$ cat src/rtl/rpac_map.svh
/*
 Register offsets, field positions, reset values and timing counts of the
 real-time clock. Assumes a 125 MHz system clock and byte addressing on APB.
*/
`ifndef RPAC_MAP_SVH
`define RPAC_MAP_SVH

`define RPAC_OFF_CTRL      12'h000
`define RPAC_OFF_PRESC     12'h004
`define RPAC_OFF_COUNT     12'h008
`define RPAC_OFF_ALARM     12'h00C
`define RPAC_OFF_NTICK     12'h010
`define RPAC_OFF_WDLY      12'h014
`define RPAC_OFF_STAT      12'h018
`define RPAC_OFF_MASK      12'h01C
`define RPAC_OFF_XSEL      12'h020
`define RPAC_OFF_LONG_LO   12'h024
`define RPAC_OFF_LONG_HI   12'h028
`define RPAC_OFF_SRC       12'h02C

`define RPAC_CTRL_EN       0
`define RPAC_CTRL_OSCOFF   1
`define RPAC_CTRL_POWERDOWN_WAKEUP_CONFIG   2
`define RPAC_CTRL_PDRUN    3
`define RPAC_CTRL_NTHEN    4
`define RPAC_CTRL_TICKEN   5

`define RPAC_EV_TICK       0
`define RPAC_EV_ALARM      1
`define RPAC_EV_NTH        2
`define RPAC_EV_WAKE       3

`define RPAC_RST_CTRL      6'h01
`define RPAC_RST_PRESC     20'hFFFFF
`define RPAC_RST_NTICK     16'h0001

`define RPAC_CLK_NS        8
`define RPAC_DETECT_NS     125000
`define RPAC_DETECT_CYC    (`RPAC_DETECT_NS / `RPAC_CLK_NS)
`define RPAC_DETECT_EDGES  8'h04

`endif

$ cat src/rtl/rpac_pkg.sv
/*
 Types shared by the real-time clock modules.
 Assumes nothing beyond a SystemVerilog compiler.
*/
package rpac_pkg;
    typedef enum logic {RPAC_DET_WAIT, RPAC_DET_DONE} rpac_det_t;
    typedef logic [31:0] rpac_word_t;
    typedef logic [57:0] rpac_long_t;
endpackage

$ cat src/rtl/rpac_prescaler.sv
/*
 Fixed divide-by-64 stage followed by the reloadable 20-bit divider.
 Assumes run, use_lp and lp_edge are synchronous to clk.
*/
`timescale 1ns/1ps
`default_nettype none
module rpac_prescaler #(
    parameter int DIV_W = 20,
    parameter int PRE_W = 6
) (
    // Clock and reset
    input  wire logic             clk,
    input  wire logic             arst_n,
    // Control
    input  wire logic             run,
    input  wire logic             use_lp,
    input  wire logic             lp_edge,
    input  wire logic             restart,
    input  wire logic [DIV_W-1:0] reload,
    // State
    output logic                  tick,
    output logic [PRE_W-1:0]      pre,
    output logic [DIV_W-1:0]      div
);
    logic step;

    // Low-power source bypasses the fixed stage
    assign step = run & (use_lp ? lp_edge : (&pre));

    always_ff @(posedge clk or negedge arst_n) begin
        if (!arst_n) begin
            pre <= '0;
        end else if (restart) begin
            pre <= '0;
        end else if (run && !use_lp) begin
            pre <= pre + 1'b1;
        end
    end

    always_ff @(posedge clk or negedge arst_n) begin
        if (!arst_n) begin
            div  <= '0;
            tick <= 1'b0;
        end else begin
            tick <= step && (div == '0);
            if (restart) begin
                div <= reload;
            end else if (step) begin
                div <= (div == '0) ? reload : div - 1'b1;
            end
        end
    end
endmodule
`default_nettype wire

$ cat src/rtl/rpac_counter.sv
/*
 32-bit time counter with alarm compare.
 Assumes tick is a one-cycle pulse synchronous to clk.
*/
`timescale 1ns/1ps
`default_nettype none
module rpac_counter (
    // Clock and reset
    input  wire logic        clk,
    input  wire logic        arst_n,
    // Control
    input  wire logic        tick,
    input  wire logic        wr_en,
    input  wire logic [31:0] wr_data,
    input  wire logic [31:0] alarm,
    // State
    output logic      [31:0] count,
    output logic             alarm_hit
);
    always_ff @(posedge clk or negedge arst_n) begin
        if (!arst_n) begin
            count <= '0;
        end else if (wr_en) begin
            count <= wr_data;
        end else if (tick) begin
            count <= count + 1'b1;
        end
    end

    always_ff @(posedge clk or negedge arst_n) begin
        if (!arst_n) begin
            alarm_hit <= 1'b0;
        end else begin
            alarm_hit <= tick && !wr_en && (32'(count + 1'b1) == alarm);
        end
    end
endmodule
`default_nettype wire

$ cat src/rtl/rpac_top.sv
/*
 Real-time clock: APB register file, oscillator source detection,
 power-down oscillator control, n-tick and wake timers, interrupts.
 Assumes all inputs synchronous to clk; the low-power oscillator input
 is sampled as a level and its rising edges counted.
*/
// Design decisions made here: the address map and the APB interface to the registers.
`timescale 1ns/1ps
`default_nettype none
`include "rpac_map.svh"
module rpac_top #(
    parameter int DETECT_CYCLES = `RPAC_DETECT_CYC,
    parameter int NTICK_W       = 16
) (
    // Clock and reset
    input  wire logic        clk,
    input  wire logic        arst_n,
    // APB slave
    input  wire logic [11:0] paddr,
    input  wire logic        psel,
    input  wire logic        penable,
    input  wire logic        pwrite,
    input  wire logic [31:0] pwdata,
    output logic      [31:0] prdata,
    output logic             pready,
    output logic             pslverr,
    // Oscillators and power
    input  wire logic        low_power_oscillator_input,
    input  wire logic        powerdown_active,
    output logic             main_osc_en,
    output logic             lp_osc_en,
    // Requests
    output logic             tick_interrupt_request,
    output logic             alarm_interrupt_request,
    output logic             nth_tick_request,
    output logic             external_interrupt_request,
    output logic             wakeup_request,
    output logic             irq
);

    localparam logic [3:0] IDX_NONE = 4'hF;

    function automatic logic [3:0] rpac_idx(input logic [11:0] a);
        case (a)
            `RPAC_OFF_CTRL:    rpac_idx = 4'h0;
            `RPAC_OFF_PRESC:   rpac_idx = 4'h1;
            `RPAC_OFF_COUNT:   rpac_idx = 4'h2;
            `RPAC_OFF_ALARM:   rpac_idx = 4'h3;
            `RPAC_OFF_NTICK:   rpac_idx = 4'h4;
            `RPAC_OFF_WDLY:    rpac_idx = 4'h5;
            `RPAC_OFF_STAT:    rpac_idx = 4'h6;
            `RPAC_OFF_MASK:    rpac_idx = 4'h7;
            `RPAC_OFF_XSEL:    rpac_idx = 4'h8;
            `RPAC_OFF_LONG_LO: rpac_idx = 4'h9;
            `RPAC_OFF_LONG_HI: rpac_idx = 4'hA;
            `RPAC_OFF_SRC:     rpac_idx = 4'hB;
            default:           rpac_idx = IDX_NONE;
        endcase
    endfunction

    logic [5:0]          ctrl;
    logic [19:0]         presc;
    logic [31:0]         alarm;
    logic [NTICK_W-1:0]  ntick_n;
    logic [NTICK_W-1:0]  ntick_cnt;
    logic [NTICK_W-1:0]  wake_dly;
    logic [NTICK_W-1:0]  wake_cnt;
    logic [3:0]          stat;
    logic [3:0]          mask;
    logic [2:0]          xsel;
    logic [25:0]         long_hi_snap;
    logic [3:0]          idx;
    logic                setup;
    logic                wr;
    logic                rd_lo;
    logic                lp_q;
    logic                lp_edge;
    logic                lp_detected;
    logic [31:0]         det_cnt;
    logic [7:0]          edge_cnt;
    rpac_pkg::rpac_det_t det_state;
    logic                run;
    logic                tick;
    logic                alarm_hit;
    logic                nth_pulse;
    logic                wake_pulse;
    logic [3:0]          ev;
    logic [5:0]          pre;
    logic [19:0]         div;
    logic [19:0]         reload_val;
    logic [31:0]         count;
    rpac_pkg::rpac_long_t long_t;

    assign idx     = rpac_idx(paddr);
    assign setup   = psel && !penable;
    assign wr      = psel && penable && pwrite && (idx != IDX_NONE);
    assign rd_lo   = setup && !pwrite && (idx == 4'h9);
    assign pready  = 1'b1;
    assign pslverr = psel && penable && (idx == IDX_NONE);
    assign long_t  = {count, div, pre};

    // Reload write restarts the divider, so it must load the new value
    assign reload_val = (wr && idx == 4'h1) ? pwdata[19:0] : presc;

    // Control and setup registers
    always_ff @(posedge clk or negedge arst_n) begin
        if (!arst_n) begin
            ctrl     <= `RPAC_RST_CTRL;
            presc    <= `RPAC_RST_PRESC;
            alarm    <= '0;
            ntick_n  <= NTICK_W'(`RPAC_RST_NTICK);
            wake_dly <= '0;
            mask     <= '0;
            xsel     <= '0;
        end else if (wr) begin
            case (idx)
                4'h0:    ctrl     <= pwdata[5:0];
                4'h1:    presc    <= pwdata[19:0];
                4'h3:    alarm    <= pwdata;
                4'h4:    ntick_n  <= pwdata[NTICK_W-1:0];
                4'h5:    wake_dly <= pwdata[NTICK_W-1:0];
                4'h7:    mask     <= pwdata[3:0];
                4'h8:    xsel     <= pwdata[2:0];
                default: ctrl     <= ctrl;
            endcase
        end
    end

    // Read data captured in setup, steady through access
    always_ff @(posedge clk or negedge arst_n) begin
        if (!arst_n) begin
            prdata <= '0;
        end else if (setup && !pwrite) begin
            case (idx)
                4'h0:    prdata <= {26'h0, ctrl};
                4'h1:    prdata <= {12'h0, presc};
                4'h2:    prdata <= count;
                4'h3:    prdata <= alarm;
                4'h4:    prdata <= 32'(ntick_n);
                4'h5:    prdata <= 32'(wake_dly);
                4'h6:    prdata <= {28'h0, stat};
                4'h7:    prdata <= {28'h0, mask};
                4'h8:    prdata <= {29'h0, xsel};
                4'h9:    prdata <= long_t[31:0];
                4'hA:    prdata <= {6'h0, long_hi_snap};
                4'hB:    prdata <= {31'h0, lp_detected};
                default: prdata <= '0;
            endcase
        end
    end

    // High half frozen by low read so the pair does not tear
    always_ff @(posedge clk or negedge arst_n) begin
        if (!arst_n) begin
            long_hi_snap <= '0;
        end else if (rd_lo) begin
            long_hi_snap <= long_t[57:32];
        end
    end

    // Low-power oscillator edge, input already synchronous
    always_ff @(posedge clk or negedge arst_n) begin
        if (!arst_n) begin
            lp_q <= 1'b0;
        end else begin
            lp_q <= low_power_oscillator_input;
        end
    end
    assign lp_edge = low_power_oscillator_input && !lp_q;

    // Source decided once after reset, then frozen
    always_ff @(posedge clk or negedge arst_n) begin
        if (!arst_n) begin
            det_state   <= rpac_pkg::RPAC_DET_WAIT;
            det_cnt     <= '0;
            edge_cnt    <= '0;
            lp_detected <= 1'b0;
        end else begin
            case (det_state)
                rpac_pkg::RPAC_DET_WAIT: begin
                    det_cnt <= det_cnt + 1'b1;
                    if (lp_edge && edge_cnt != 8'hFF) begin
                        edge_cnt <= edge_cnt + 1'b1;
                    end
                    if (det_cnt == 32'(DETECT_CYCLES - 1)) begin
                        lp_detected <= (edge_cnt >= `RPAC_DETECT_EDGES);
                        det_state   <= rpac_pkg::RPAC_DET_DONE;
                    end
                end
                rpac_pkg::RPAC_DET_DONE: begin
                    det_state <= rpac_pkg::RPAC_DET_DONE;
                end
                default: begin
                    det_state <= rpac_pkg::RPAC_DET_WAIT;
                end
            endcase
        end
    end

    // Keeps counting in power-down only when asked to
    assign run = ctrl[`RPAC_CTRL_EN] && !(powerdown_active && !ctrl[`RPAC_CTRL_PDRUN]);

    rpac_prescaler #(
        .DIV_W (20),
        .PRE_W (6)
    ) u_presc (
        .clk     (clk),
        .arst_n  (arst_n),
        .run     (run),
        .use_lp  (lp_detected),
        .lp_edge (lp_edge),
        .restart (wr && (idx == 4'h1 || idx == 4'h2)),
        .reload  (reload_val),
        .tick    (tick),
        .pre     (pre),
        .div     (div)
    );

    rpac_counter u_count (
        .clk       (clk),
        .arst_n    (arst_n),
        .tick      (tick),
        .wr_en     (wr && idx == 4'h2),
        .wr_data   (pwdata),
        .alarm     (alarm),
        .count     (count),
        .alarm_hit (alarm_hit)
    );

    // n-tick divider; a programmed zero behaves as one
    always_ff @(posedge clk or negedge arst_n) begin
        if (!arst_n) begin
            ntick_cnt <= '0;
            nth_pulse <= 1'b0;
        end else begin
            nth_pulse <= 1'b0;
            if (!ctrl[`RPAC_CTRL_NTHEN]) begin
                ntick_cnt <= '0;
            end else if (tick) begin
                if (ntick_cnt + 1'b1 >= ntick_n) begin
                    ntick_cnt <= '0;
                    nth_pulse <= 1'b1;
                end else begin
                    ntick_cnt <= ntick_cnt + 1'b1;
                end
            end
        end
    end

    // Wake timer counts ticks only while powered down
    always_ff @(posedge clk or negedge arst_n) begin
        if (!arst_n) begin
            wake_cnt   <= '0;
            wake_pulse <= 1'b0;
        end else begin
            wake_pulse <= 1'b0;
            if (!powerdown_active || !ctrl[`RPAC_CTRL_POWERDOWN_WAKEUP_CONFIG]) begin
                wake_cnt <= '0;
            end else if (tick) begin
                wake_cnt <= wake_cnt + 1'b1;
                if (wake_cnt == wake_dly) begin
                    wake_pulse <= 1'b1;
                end
            end
        end
    end

    assign ev = {wake_pulse, nth_pulse, alarm_hit, tick};

    // Sticky status, write one to clear; a new event wins
    for (genvar i = 0; i < 4; i++) begin : g_stat
        always_ff @(posedge clk or negedge arst_n) begin
            if (!arst_n) begin
                stat[i] <= 1'b0;
            end else if (ev[i]) begin
                stat[i] <= 1'b1;
            end else if (wr && idx == 4'h6 && pwdata[i]) begin
                stat[i] <= 1'b0;
            end
        end
    end
    assign irq = |(stat & mask);

    // Request pulses, one cycle each; external spans two if a selected tick precedes alarm or n-tick, wake if it precedes alarm or wake
    always_ff @(posedge clk or negedge arst_n) begin
        if (!arst_n) begin
            tick_interrupt_request     <= 1'b0;
            alarm_interrupt_request    <= 1'b0;
            nth_tick_request           <= 1'b0;
            external_interrupt_request <= 1'b0;
            wakeup_request             <= 1'b0;
        end else begin
            tick_interrupt_request     <= tick && ctrl[`RPAC_CTRL_TICKEN];
            alarm_interrupt_request    <= alarm_hit;
            nth_tick_request           <= nth_pulse;
            external_interrupt_request <= |(ev[2:0] & xsel);
            wakeup_request             <= powerdown_active && (wake_pulse || |(ev[1:0] & xsel[1:0]));
        end
    end

    // Oscillator enables for power-down
    always_ff @(posedge clk or negedge arst_n) begin
        if (!arst_n) begin
            main_osc_en <= 1'b1;
            lp_osc_en   <= 1'b1;
        end else begin
            main_osc_en <= !(powerdown_active && (!ctrl[`RPAC_CTRL_EN] || ctrl[`RPAC_CTRL_OSCOFF]
                             || lp_detected));
            lp_osc_en   <= !(powerdown_active && !ctrl[`RPAC_CTRL_EN]);
        end
    end
endmodule
`default_nettype wire

$ cat config.mk
export PLATFORM = sky130hd
export DESIGN_NAME = rpac_top
export DESIGN_NICKNAME = d
export VERILOG_FILES = /design/src/rtl/rpac_pkg.sv /design/src/rtl/rpac_prescaler.sv /design/src/rtl/rpac_counter.sv /design/src/rtl/rpac_top.sv
export VERILOG_INCLUDE_DIRS = /design/src /design/src/rtl
export SDC_FILE = /design/constraint.sdc
export NUM_CORES = 1
export LEC_CHECK = 0
export BUFFER_PORTS_ARGS = -buffer_cell sky130_fd_sc_hd__buf_2
export CAP_MARGIN = 15
export CORE_MARGIN = 4
export CORE_UTILIZATION = 40
export CTS_CLUSTER_DIAMETER = 30
export DETAILED_ROUTE_END_ITERATION = 8
export PLACE_DENSITY = 0.59
export SLEW_MARGIN = 20
export SYNTH_ARGS = -nofsm -noshare
export SYNTH_HDL_FRONTEND = slang
export SYNTH_HIERARCHICAL = 1
export SYNTH_SLANG_ARGS = --single-unit
$ cat constraint.sdc
create_clock -name clk -period 4.63 [get_ports clk]
set_input_delay 1.389 -clock clk [delete_from_list [all_inputs] [get_ports clk]]
set_output_delay 1.389 -clock clk [all_outputs]
set_load 0.01 [all_outputs]
### Word level (Yosys, flattened, before mapping)

Index checks and enable logic that the tools add are counted.

* bits in registers: 303
* bits of input ports: 51
* output and inout bits: 42
* logic and storage cells: 177

* add/subtract/negate cells: 7
* order comparisons: 2
* eq/ne operators: 29
* multiplexer cells: 32
* bitwise logic cells: 5
* reductions and logical operators: 68

Operators with widths (number)
* $pmux W32 S12: 1
* $mux W16: 5
* $mux W20: 4
* $add A32 B1 Y32 const B: 2
* $mux W32: 2
* $eq A12 B5 Y1 const B: 4
* $eq A12 B6 Y1 const B: 4
* $pmux W4 S12: 1
* $add A16 B1 Y16 const B: 2
* $eq A32 B14 Y1 const B: 1
* $eq A32 B32 Y1: 1
* $logic_and A1 B1 Y1: 27
* $eq A12 B4 Y1 const B: 2
* $eq A4 B4 Y1 const B: 5
* $logic_not A20 Y1: 1
* $sub A20 B1 Y20 const B: 1
* $reduce_and A2 Y1: 9
* $eq A16 B16 Y1: 1
* $eq A4 B3 Y1 const B: 4
* $ge A16 B16 Y1: 1
* $mux W1: 16
* $reduce_bool A2 Y1: 8
* $eq A12 B3 Y1 const B: 1
* $logic_not A1 Y1: 12
* other kinds (22): 28

### Longest topological paths before layout

Gate-level depths: netlist of the first run.

* depth in word-level cells: 9
* depth in mapped cells: 17
* depth with buffers taken out: 14

### Cells and area by module

Netlist of the first run, hierarchy kept.

By module, submodules not included
* rpac_top: times used 1, cells each 1088, area an instance 12224.2 um^2, sequential area each 6110.9 um^2
* rpac_counter: times used 1, cells each 352, area an instance 2830.2 um^2, sequential area each 825.8 um^2
* rpac_prescaler: times used 1, cells each 195, area an instance 1770.4 um^2, sequential area each 675.6 um^2

### Least setup slack after synthesis of the first run

No wires, ideal clock.

* path kind: input-to-reg
* from: input paddr[1]
* to: register u_presc.div[10]
* library setup time: 0.124 ns
* data arrival time: 4.408 ns
* required time: 4.506 ns
* slack: 0.098 ns
* stages: 16
* buffers on the path: 3
* cells stage by stage: nor4_2 > nand2_1 > nor2_1 > nand3b_1 > ha_1 > clkbuf_1 > o31ai_2 > nand4_1 > nor3_1 > buf_2 > or2_2 > inv_1 > o211ai_1 > clkbuf_1 > o21ai_1 > a211o_1

* longest elaborated chain between the ends: 9
* elaborated cells on any way between the ends: 25
* those cells by class: eq/ne: 14; mux: 5; reduce/logical: 6

Ends and longest elaborated chain
* from (decl): RTL line rpac_top.sv:19 `input wire logic [11:0] paddr,`
* $eq A12 B6 Y1, or another cell as far along: RTL line rpac_top.sv:44 `case (a)`
* $pmux W4 S12 (*): RTL line rpac_top.sv:44
* $ne A4 B4 Y1: RTL line rpac_top.sv:96 `assign wr = psel && penable && pwrite && (idx != IDX_NONE);`
* $logic_and A1 B1 Y1: RTL line rpac_top.sv:96
* $logic_and A1 B1 Y1: RTL line rpac_top.sv:103 `assign reload_val = (wr && idx == 4'h1) ? pwdata[19:0] : presc;`
* $mux W20: RTL line rpac_top.sv:103
* $mux W20: RTL line rpac_prescaler.sv:49 `div <= (div == '0) ? reload : div - 1'b1;`
* $mux W20: RTL line rpac_prescaler.sv:48 `end else if (step) begin`
* $mux W20: RTL line rpac_prescaler.sv:46 `if (restart) begin`
* to (signal assigned): RTL line rpac_prescaler.sv:47 `div <= reload;`
* to (signal assigned): RTL line rpac_prescaler.sv:49
* to (decl): RTL line rpac_prescaler.sv:23 `output logic [DIV_W-1:0] div`

Every way passes the cells marked *; elsewhere a longest branch is shown, timed or not. The select of a mux whose other input is x is not followed.
A chain may end at the register's enable or synchronous reset.

### Worst setup path after layout of the first run

* from: input paddr[1]
* to: output pslverr

* longest elaborated chain between the ends: 4
* elaborated cells on any way between the ends: 15
* those cells by class: eq/ne: 12; mux: 1; reduce/logical: 2

Ends and longest elaborated chain
* $eq A12 B6 Y1, or another cell as far along: RTL line rpac_top.sv:44
* $pmux W4 S12 (*): RTL line rpac_top.sv:44
* $eq A4 B4 Y1 (*): RTL line rpac_top.sv:99 `assign pslverr = psel && penable && (idx == IDX_NONE);`
* $logic_and A1 B1 Y1 (*): RTL line rpac_top.sv:99
* to (decl): RTL line rpac_top.sv:26 `output logic pslverr,`

Every way passes the cells marked *; elsewhere a longest branch is shown, timed or not.

==> flow_results.org, run 1 <==
** Status
- Outcome :: finished clean

** Yosys
- Of all flip-flops after synthesis, the portion carrying an async set or reset was 1.00.
- Cell type contributing the most total cell area after synthesis :: dfrtp_1
- In the post-synthesis netlist, the cell with the most instances is dfrtp_1.
- For this run, the leading register cell type out of synthesis is dfrtp_1.
- After synthesis the cells add up to 16800 µm².
- Top cells by area in the synthesized netlist :: dfrtp_1 (41%), mux2_2 (8.9%), xnor2_1 (4.8%), dfstp_2 (3.7%), xor2_1 (3.3%)
- In this run, distinct cell masters in the synthesized netlist total 90.
- For this run, the register share of the synthesized area comes to 0.452.
- The synthesized design contains 0 enable-type register cells.
- Number of register bits inferred by synthesis :: 303
- Ranked by instance count, the synthesized netlist is headed by dfrtp_1 (279), mux2_2 (133), nand2_1 (133).
- During synthesis, Yosys emitted a total of 6 warnings.
- The share of synthesized area in the top cell type comes to 0.415.
- The number of nets handed over by synthesis was approximately 1700.
- Synthesis produced 1635 cells.
- Syn Area/Cell :: 10.3 µm²

** Critical path
- Capture point of the worst reg-to-reg path :: ntick_cnt[6]
- Worst-case register-to-register setup slack :: 0.56 ns
- STA classifies the critical path endpoint as an output port.
- Worst Path Arrival :: 2.85 ns
- Worst R2R Start :: ntick_cnt[2]
- Slowest library cell on the worst path :: nor4_2
- In this design, the stage delay of the slowest critical-path cell is roughly 0.30 ns.
- Data required time of the worst path :: 3.24 ns
- Max Fanout on Critical Path :: 5
- The critical path starts at paddr[1].
- Counting both buffers and inverters, the worst setup path holds a total of 2.
- The worst setup path is launched from an input pin.
- Reg2Reg Depth :: 11
- Traced cell by cell, the critical path runs through buf_2, nor4_2, nand2_1, nor2_1, nand3b_1, ha_1, o31ai_2, nor2_1, buf_2.
- Critical path start-end classification :: in -> out
- In this run the worst setup path terminates at pslverr.
- The cell family contributing the most delay on the critical path is simple AND/OR/NAND/NOR gates.
- Counting buffers and inverters, the worst setup path is 9 cells deep.

** Hold path
- Class of the most critical hold timing path :: reg -> reg
- Hold Path Stages :: 1

** Layout
- At the end of the flow, the number of nets in the layout was 1845.
- Area of the multi-input gates :: 8670 µm²
- Excluding fillers, the count of instances in the completed layout stands at roughly 2400.
- The repair_antennas step left the layout with diodes totalling 0.
- After routing the design area is 20900 µm².
- From synthesis to final layout, the design area changed by 24.4%.
- Of the cells placed in the final design, the portion with a size suffix greater than 1 is 0.264.
- The sequential cells in the finished layout cover a total of 7610 µm².
- Number of filler instances in the final layout :: between 3000 and 4000

** Flow run
- Max-cap violations in this run came to 0.

** Routing
- The routed layout has ~14000 vias.
- After detailed routing, the number of vias per cell comes to about 6.
- Average detailed-routed wire length per instance :: 21.9 µm
- Drt drc :: 0
- Sum of routed wire length over all layers :: approximately 52 mm
- In this run the remaining antenna-violating nets after routing total 0.
- For this block, the initial DRC count from the detailed router was 1307.
- First-pass iteration count of the detailed router :: 5

** Die
- Count of boundary I/O pins :: between 90 and 100
- Core Footprint :: 41200 µm²
- Total Die Area :: 45400 µm²
- The floorplan has 74 rows.
- From bottom edge to top edge, the die measures 213 µm.
- Initial Utilization :: 0.408
- In this run the horizontal extent of the chip is 213 µm.

** Clock network
- The cell sitting at the root of the clock tree is a clkbuf_16.
- Post-CTS repair changed the size of 0 cells.
- The clock tree synthesis step divided the H-tree into 3 levels.
- Maximum number of buffers from clock root to sink :: 3
- TritonCTS built the clock tree.
- After clock tree synthesis, the clock-pin slew on the worst setup and hold paths is 0.04 ns.
- Clock latency on the worst-skew pair :: 0.58 ns
- Total CTS buffers :: 79
- After clock tree synthesis, the setup repair step added 0 buffers.
- Number of sinks driven by the clock tree :: between 300 and 400
- For this design, the CTS-stage hold fixing added 0 buffers.

** Power
- Total power divided by cell area :: 427 nW/µm²
- Static Leak :: 9.39 nW
- Max IR drop VDD :: approximately 210 µV

** STA
- Max-slew violation total from the final report :: 0
- Fmax :: 0.236 GHz
- Setup violations remaining at the end of the flow were counted as 0.
- Worst hold margin :: 0.463 ns
- For the pin with the worst max-slew slack, the measured transition is around 1.1 ns.
- After layout, the minimum clock period comes to 4.24 ns.
- In this run the tightest slew margin relative to its limit is 0.291.
- Setup repair after global routing missed its margin :: no
- Of the available clock period, the critical path in the final layout requires 0.915.
- Across the routed clock network, the largest skew measured is 0.0274 ns.
- Adding up every negative setup slack in the final design gives 0 ns.
- The hold violation count in the final report came to 0.

** GRT
- The number of global-route vias before repair was ~14000.
- The number of antenna violations at the first check in global routing is 0.
- Global routing finished with a remaining overflow of 0.
- Across every metal layer, demand over resource in global routing totals 0.227.
- The first global-routing pass estimated about 80 mm of wire.
- Maximum number of pins on one net before global-route repair :: 77

** Place
- Number of placed instances, taps included :: about 2200
- The placed instances occupy a cell area of 18000 µm².
- Buffers placed on the I/O ports in this run total 91.
- Final HPWL from detailed placement :: 36.5 mm
- Final weighted congestion of routability-driven global placement :: 0.975
==> sequential cells by signal, summed over array words and instances, names as in the netlist, 4 cells and up <==
| signal | cells |
|---|---|
| stat | 4 |
| ctrl | 6 |
| long_hi_snap | 26 |
| u_presc/div | 20 |
| det_cnt | 32 |
| wake_dly | 16 |
| u_count/count | 32 |
| mask | 4 |
| edge_cnt | 8 |
| ntick_cnt | 16 |
| wake_cnt | 16 |
| ntick_n | 16 |
| presc | 20 |
| alarm | 32 |
| u_presc/pre | 6 |
| prdata | 32 |
==> routing by layer <==
metal,part of all wire,global-route usage
met4,0.029,0.0811
met5,0,0
met3,0.072,0.0425
met1,0.44,0.322
met2,0.46,0.351
==> logic make-up after synthesis <==
kind of cell    count (synthesis)  share of synthesized area
fa+ha+maj                      29                     0.0216
flops                         303                      0.452
simple gates                  536                      0.169
xor+xnor                      157                     0.0817
buf+inv                       131                     0.0335
compound gates                317                      0.132
mux                           161                      0.109
other cells                     1                   0.000223
==> layout by cell type, fill, tap and decap left out, types with 9 or more instances in the layout <==
cell type    n
ha_1        29
o211ai_1    19
buf_2       90
nor2b_1     11
mux2_4      10
a22o_1      12
xnor2_1     93
clkbuf_1    12
bufinv_16   16
nand2_1    133
dfstp_2     24
and3_1      27
xor2_1      64
a221o_1     12
o22ai_1     15
dfrtp_1    278
buf_4       40
nor2_1      94
mux2i_1     16
o21ai_0     64
and2_1      13
or2_2        9
mux2_2     133
clkbuf_8    11
a22oi_1     40
inv_1       44
clkbuf_16   84
nand3_1     80
a21oi_1     48
and4_1       9
or3_1        9
nor4_1      17
a21o_1      13
a31oi_1     15
nand4_1     41
nor3_1      28
a2bb2oi_1    9
==> worst register-to-register path, cell delays in order (launching register included) <==
cell	delay, ns
dfrtp_1	0.45
and3_1	0.25
nand4_1	0.30
nor4_1	0.61
xnor2_1	0.22
ha_1	0.28
nand4_1	0.14
a211oi_1	0.06
a2111oi_0	0.68
o2111a_1	0.64
o21ai_0	0.18
a31oi_1	0.19
==> layout make-up <==
class,count,share of cell area
clock buffers,107,0.110
inverters,44,0.00789
flip-flops and latches,303,0.364
well taps,532,0.0318
multi-input cells,1201,0.415
repair buffers,136,0.0414
clock inverters,38,0.0307
==> worst min path at each step <==
stage	to	from
5_1_grt	det_cnt[13]	det_cnt[13]
3_3_place_gp	det_cnt[13]	det_cnt[13]
4_1_cts	det_cnt[13]	det_cnt[13]
2_1_floorplan	nth_tick_request	nth_pulse
3_5_place_dp	nth_tick_request	nth_pulse
6_report	det_cnt[13]	det_cnt[13]
==> metrics by stage <==
stage               total power, mW  worst slack [ns]  utilization
floorplan                      2.83            0.0984            -
global placement               2.97             0.149        0.436
detailed placement             2.97            0.0435        0.436
CTS                            9.03             0.374        0.508
global route                   9.22             0.153        0.508
finish                         8.94             0.393        0.508
==> power by group <==
part           leakage (nW)  switching (mW)  internal [mW]
combinational          4.05           0.152         0.0698
clock                  1.42            1.66           4.34
sequential             3.91          0.0281           2.68
Power figures use the tool's default switching activity.
==> run 2: changes to the inputs <==
--- a/config.mk
+++ b/config.mk
@@ -6,6 +6,7 @@
 export SDC_FILE = /design/constraint.sdc
 export NUM_CORES = 1
 export LEC_CHECK = 0
+export ABC_AREA = 0
 export BUFFER_PORTS_ARGS = -buffer_cell sky130_fd_sc_hd__buf_2
 export CAP_MARGIN = 15
 export CORE_MARGIN = 4
==> constraint.sdc (replaced) <==
create_clock -name clk -period 4.63 [get_ports clk]
set_input_delay 1.389 -clock clk [delete_from_list [all_inputs] [get_ports clk]]
set_output_delay 1.389 -clock clk [all_outputs]
set_load 0.1 [all_outputs]
==> run 2 against run 1 <==
Setup slack worse by 0.13 ns. Cell count hardly changed. Hold slack worse by 0.00057 ns. Wire length down 0.59%. Flip-flop and latch count unchanged. Via count fell by 1.4%.
==> flow_results.org, run 2 (synthesis results as in run 1) <==
** Critical path
- Data required time of the worst path :: 3.24 ns
- Critical Path Start Type :: input pin
- Type of destination of the critical path :: output port
- Max Fanout on Critical Path :: 5
- Worst Path Arrival :: roughly 3 ns
- The worst setup path is of the in -> out kind.

** GRT
- Maximum number of pins on one net before global-route repair :: 110
- The first global-routing pass estimated 80.9 mm of wire.
- Overall track demand over capacity in global routing :: 0.227
- The number of global-route vias before repair was 13800.
- The number of antenna violations at the first check in global routing was 0.
- Residual overflow from global routing :: 0

** Die
- In this run the count of I/O pins placed on the die edge is 93.
- Die boundary width :: 213 µm
- The floorplan has 74 rows.
- The floorplan step defined a die boundary enclosing roughly 45000 µm².
- Core Footprint :: 41200 µm²
- Initial Utilization :: 0.408
- Die Ht :: about 210 µm

** Layout
- Relative to the synthesized area, the layout overhead comes to 23.3%.
- Leaving out fill and tap cells, the most frequent cells in the layout are dfrtp_1 (278), nand2_1 (133), mux2_2 (133).
- The final layout contains 1842 nets.
- Of the cells placed in the final design, the portion with a size suffix greater than 1 is 0.265.
- Leaving out fill and tap cells, the most frequent cell in the layout is dfrtp_1.
- The number of antenna diodes in the final layout is 0.

** Place
- Final weighted congestion of routability-driven global placement :: 0.972
- Detailed placement ended at an HPWL of 36.6 mm.
- Port buffering added 91 buffers.

** Clock network
- Cell at the root of the clock tree :: clkbuf_16
- Clock latency on the worst-skew pair :: 0.59 ns
- Number of sinks driven by the clock tree :: 303
- The H-tree was split into 3 levels.
- Clock tree from TritonCTS :: yes
- Total CTS buffers :: 78
- Setup repair bufs after CTS :: 0
- After clock tree synthesis, the flow added hold-fix buffers numbering 0.
- The clock passes through at most 3 buffers.
- Register clock-pin slew on the reported worst setup and hold paths :: 0.05 ns
- Once the clock tree was built, the resizer swapped 0 gates to a different size.

** STA
- Normalized max-slew margin :: 0.305
- Time the worst path needs with I/O delays and setup :: 4.37 ns
- Final hold viol count :: 0
- Setup violations remaining at the end of the flow were counted as 0.
- Fmax :: between 0.2 and 0.25 GHz
- Summed over all failing endpoints, the final setup total negative slack is 0 ns.
- Across the routed clock network, the largest skew measured is 0.0261 ns.
- Final worst-path cycle share :: 0.944
- The number of pins exceeding their max-slew limit in the final report came to 0.
- Worst Tran Pin Value :: roughly 1.0 ns
- Setup repair after global routing left no endpoint under its margin.

** Flow run
- The tool flagged a number of max-cap violations equal to 0.

** Status
- Outcome :: finished clean

** Power
- Static Leak :: around 9.3 nW
- Dividing total power by cell area gives a power density of 413 nW/µm².
- Power comes to approximately 8.6 mW.
- Across the VDD grid, the largest voltage drop is 275 µV.

** Routing
- In the routed layout, each cell is associated on average with a via count of 5.81.
- Once detail routing completed, the nets flagged for antenna violations numbered 0.
- Vias :: 13700
- For this run, design rule violations remaining after detail routing come to 0.
- The pre-antenna-repair detailed-routing pass consisted of 5 iterations.
- In this run, the number of DRC markers left after iteration 0 of detailed routing was 1400.
- Sum of routed wire length over all layers :: 51.5 mm
- In the final routed layout, each cell accounts on average for 21.8 µm.

** Hold path
- Class of the most critical hold timing path :: reg -> reg
==> run 2: cell types whose count changed in the layout (fill, tap and decap cells not counted), moves of 2 or more <==
cell / previous run / this run
inv_6: 4 / 2
clkbuf_8: 11 / 14
clkbuf_16: 84 / 82
buf_4: 40 / 38
clkinv_2: 8 / 16
clkbuf_1: 12 / 9
bufinv_16: 16 / 10
==> run 2: final timing paths <==
kind                         startpoint                       to  slack (ns)  depth (start not counted)
min                           nth_pulse         nth_tick_request        0.46                          0
max in group asynchronous        arst_n         long_hi_snap[21]        2.70                          2
min in group asynchronous        arst_n  alarm_interrupt_request        0.87                          1
max                            paddr[1]                  pslverr        0.26                          9
max reg2reg                ntick_cnt[0]            ntick_cnt[11]        0.40                         13
min reg2reg                   nth_pulse         nth_tick_request        0.46                          0
==> run 2: final cells by class <==
cell class                 instances  area, µm²
multi-input combinational       1201       8680
timing repair buffer             134        851
sequential                       303       7610
inverter                          44        165
clock buffer                     105       2280
fill                            3672      20500
clock inverter                    40        500
tap                              532        666
==> run 2: layer usage <==
layer  track usage  wire (µm)
met5             0          0
met4        0.0873       1500
met1         0.315      23300
met3        0.0439       3210
met2         0.354      23500
==> run 2: worst max-delay path, stage by stage <==
cell and delay, ns:
buf_2 0.11, nor4_2 0.31, nand2_1 0.11, nor2_1 0.13, nand3b_1 0.15, ha_1 0.26
o31ai_2 0.13, nor2_2 0.08, buf_2 0.30
==> run 2: per-stage QoR <==
stage	worst slack [ns]	util	cell area, µm²	std cells	hold slack, ns
after floorplan	0.0838	-	16800	1635	0.376
after detailed placement	0.0120	0.436	18000	2214	0.457
after global routing	0.0128	0.504	20700	2359	0.491
after CTS	0.252	0.504	20700	2359	0.475
final	0.259	0.504	20700	2359	0.462
after global placement	0.0404	0.436	18000	2214	0.454
==> run 2: where the power goes <==
group / switching (mW) / internal (mW)
Combinational: 0.166 / 0.0682
Clock: 1.65 / 3.98
Sequential: 0.0285 / 2.68
Total: 1.84 / 6.73
==> run 3: changes to the inputs <==
==> constraint.sdc (replaced) <==
create_clock -name clk -period 4.63 [get_ports clk]
set_input_delay 0.463 -clock clk [delete_from_list [all_inputs] [get_ports clk]]
set_output_delay 0.463 -clock clk [all_outputs]
set_load 0.1 [all_outputs]
==> run 3 against run 2 <==
Clock-buffer cell count is 9 higher. Sequential share of layout area is 0.066 points higher. Global-route usage is 0.23 points higher. First-iteration DRC count is 19% lower. Total power is 1.9% higher. Largest power group unchanged. Register-to-register slack better by 0.33 ns. Utilization is 0.091 points lower.
==> flow_results.org, run 3 (synthesis results as in run 1) <==
** Critical path
- Along the worst path, the maximum fanout reaches 15.
- The worst setup path is launched from a register.
- Critical path cell sequence :: ha_1, nand2_1, nor2_1, and3_1, nand3_1, xnor2_1, ha_1, a21oi_1, a211oi_1, a2111oi_0, o2111a_1, o21ai_0, a31oi_1
- Worst Path Arrival :: 4.39 ns
- The critical path starts at ntick_cnt[0].
- Cell family with most CP delay :: compound AO/OA/AOI/OAI gates
- Type of destination of the critical path :: register
- Number of buffer and inverter stages on the critical path :: 0
- The largest single stage delay on the critical path is 0.60 ns.
- The slowest stage of the critical path is the o2111a_1 cell.
- Most prevalent standard cell on the critical path :: ha_1
- Data required time of the worst path :: 5.12 ns
- Critical path start-end classification :: reg -> reg
- Worst R2R Start :: ntick_cnt[0]

** Die
- Count of boundary I/O pins :: 93
- The core region is 41200 µm².
- Die boundary width :: 213 µm
- Row generation in the floorplan step produced 74 rows.
- Initial Utilization :: 0.408
- Die Ht :: 213 µm
- Total Die Area :: 45400 µm²

** STA
- Setup_tns :: 0 ns
- Final hold viol count :: 0
- Static timing analysis puts the maximum clock frequency at between 0.2 and 0.3 GHz.
- Dividing the final minimum period by the clock period gives 0.842.
- Normalized max-slew margin :: 0.303
- The number of pins exceeding their max-slew limit in the final report was 0.
- Time the worst path needs with I/O delays and setup :: 3.90 ns
- At the pin with the least slew margin, the transition time is 1.05 ns.
- Setup violations remaining at the end of the flow were counted as 0.
- Setup repair after global routing left no endpoint under its margin.
- Worst hold margin :: around 0.095 ns
- Across the routed clock network, the largest skew measured is 0.0265 ns.

** GRT
- After global routing the overflow that remains totals 0.
- Overall track demand over capacity in global routing :: 0.230
- Number of antenna violations at the first check in global routing :: 0
- The first global-routing pass estimated between 80 and 90 mm of wire.
- Maximum number of pins on one net before global-route repair :: 100
- Vias in the first global route :: 13800

** Clock network
- TritonCTS built the clock tree.
- Register clock-pin slew on the reported worst setup and hold paths :: 0.04 ns
- Clock tree synthesis inserted a total of 83 buffers.
- Maximum number of buffers from clock root to sink :: 3
- Cell at the root of the clock tree :: clkbuf_16
- The number of setup buffers added after CTS is 0.
- Gates resized during post-CTS repair numbered 0.
- Number of sinks driven by the clock tree :: 303
- The clock reaches the later pin of the worst-skew pair after about 0.6 ns.
- In this run the number of H-tree levels came out at 3.
- Quantity of hold-fixing buffers added after cts :: 2

** Layout
- Most frequent cells in the layout :: dfrtp_1 (278), nand2_1 (133), mux2_2 (133)
- The repair_antennas step left the layout with diodes totalling 0.
- Area added between synthesis and finish :: 23.1%
- Post-layout nets :: about 1800
- Leaving out fill and tap cells, the most frequent cell in the layout is dfrtp_1.
- Of the cells placed in the final design, the portion with a size suffix greater than 1 is 0.259.

** Power
- In this run the power density over the cells is 422 nW/µm².
- IR analysis of the VDD net gives a maximum drop of 292 µV.
- Pwr Total :: 8.74 mW
- Static Leak :: 9.28 nW

** Routing
- Dividing the detail-routed via count by the number of cells gives 5.85.
- After detailed routing, the total wire length is 52.5 mm.
- The first detailed-routing pass ran for 5 iterations.
- Drt drc :: 0
- Once detail routing completed, the nets flagged for antenna violations numbered 0.
- Vias :: 13800
- The detailed router finished its first iteration with 1135 violations.
- After detailed routing, the average wire length per cell comes to 22.3 µm.

** Hold path
- Class of the most critical hold timing path :: in -> reg
- Worst min-delay path startpoint :: powerdown_active

** Place
- Final HPWL from detailed placement :: around 37 mm
- Final weighted congestion of routability-driven global placement :: 0.917
- Count of input and output buffers :: 91

** Status
- Outcome :: finished clean

** Flow run
- MaxCap Viol Count :: 0
==> run 3: power by group <==
| part | switching [mW] | leakage (nW) | internal, mW | total (mW) |
|---|---|---|---|---|
| Clock | 1.71 | 1.40 | 4.08 | 5.79 |
| Sequential | 0.0284 | 3.91 | 2.68 | 2.71 |
| Combinational | 0.169 | 3.97 | 0.0661 | 0.235 |
==> run 3: per-layer routing <==
layer / wire, µm / GRT usage / vias up
met4: 1680 / 0.0809 / 0
met1: 23600 / 0.319 / 6882
met2: 24100 / 0.360 / 537
met3: 3170 / 0.0453 / 120
li1: - / - / 6243
met5: 0 / 0 / -
==> run 3: layout make-up <==
cell class | instances | area [µm²]
well taps | 532 | 666
inverters | 44 | 165
clock buffers | 114 | 2400
fillers | 3659 | 20500
clock inverters | 38 | 474
multi-input cells | 1201 | 8670
flip-flops and latches | 303 | 7610
repair buffers | 123 | 723
==> run 3: per-stage QoR <==
stage,area (µm²),cells,worst slack (ns),utilization
floorplan,16800,1635,1.02,-
global placement,17800,2201,0.538,0.433
detailed placement,17800,2201,0.528,0.433
CTS,20700,2355,0.719,0.503
global route,20700,2355,0.349,0.503
finish,20700,2355,0.730,0.503
==> run 3: worst paths after layout <==
| check | to | slack (ns) | cells past startpoint |
|---|---|---|---|
| worst max register to register | ntick_cnt[11] | 0.73 | 13 |
| worst min register to register | det_cnt[13] | 0.46 | 1 |
| min in group asynchronous | alarm_interrupt_request | 0.45 | 2 |
| worst max-delay path | ntick_cnt[11] | 0.73 | 13 |
| max in group asynchronous | u_count/count[28] | 3.05 | 3 |
| worst min-delay path | main_osc_en | 0.09 | 2 |
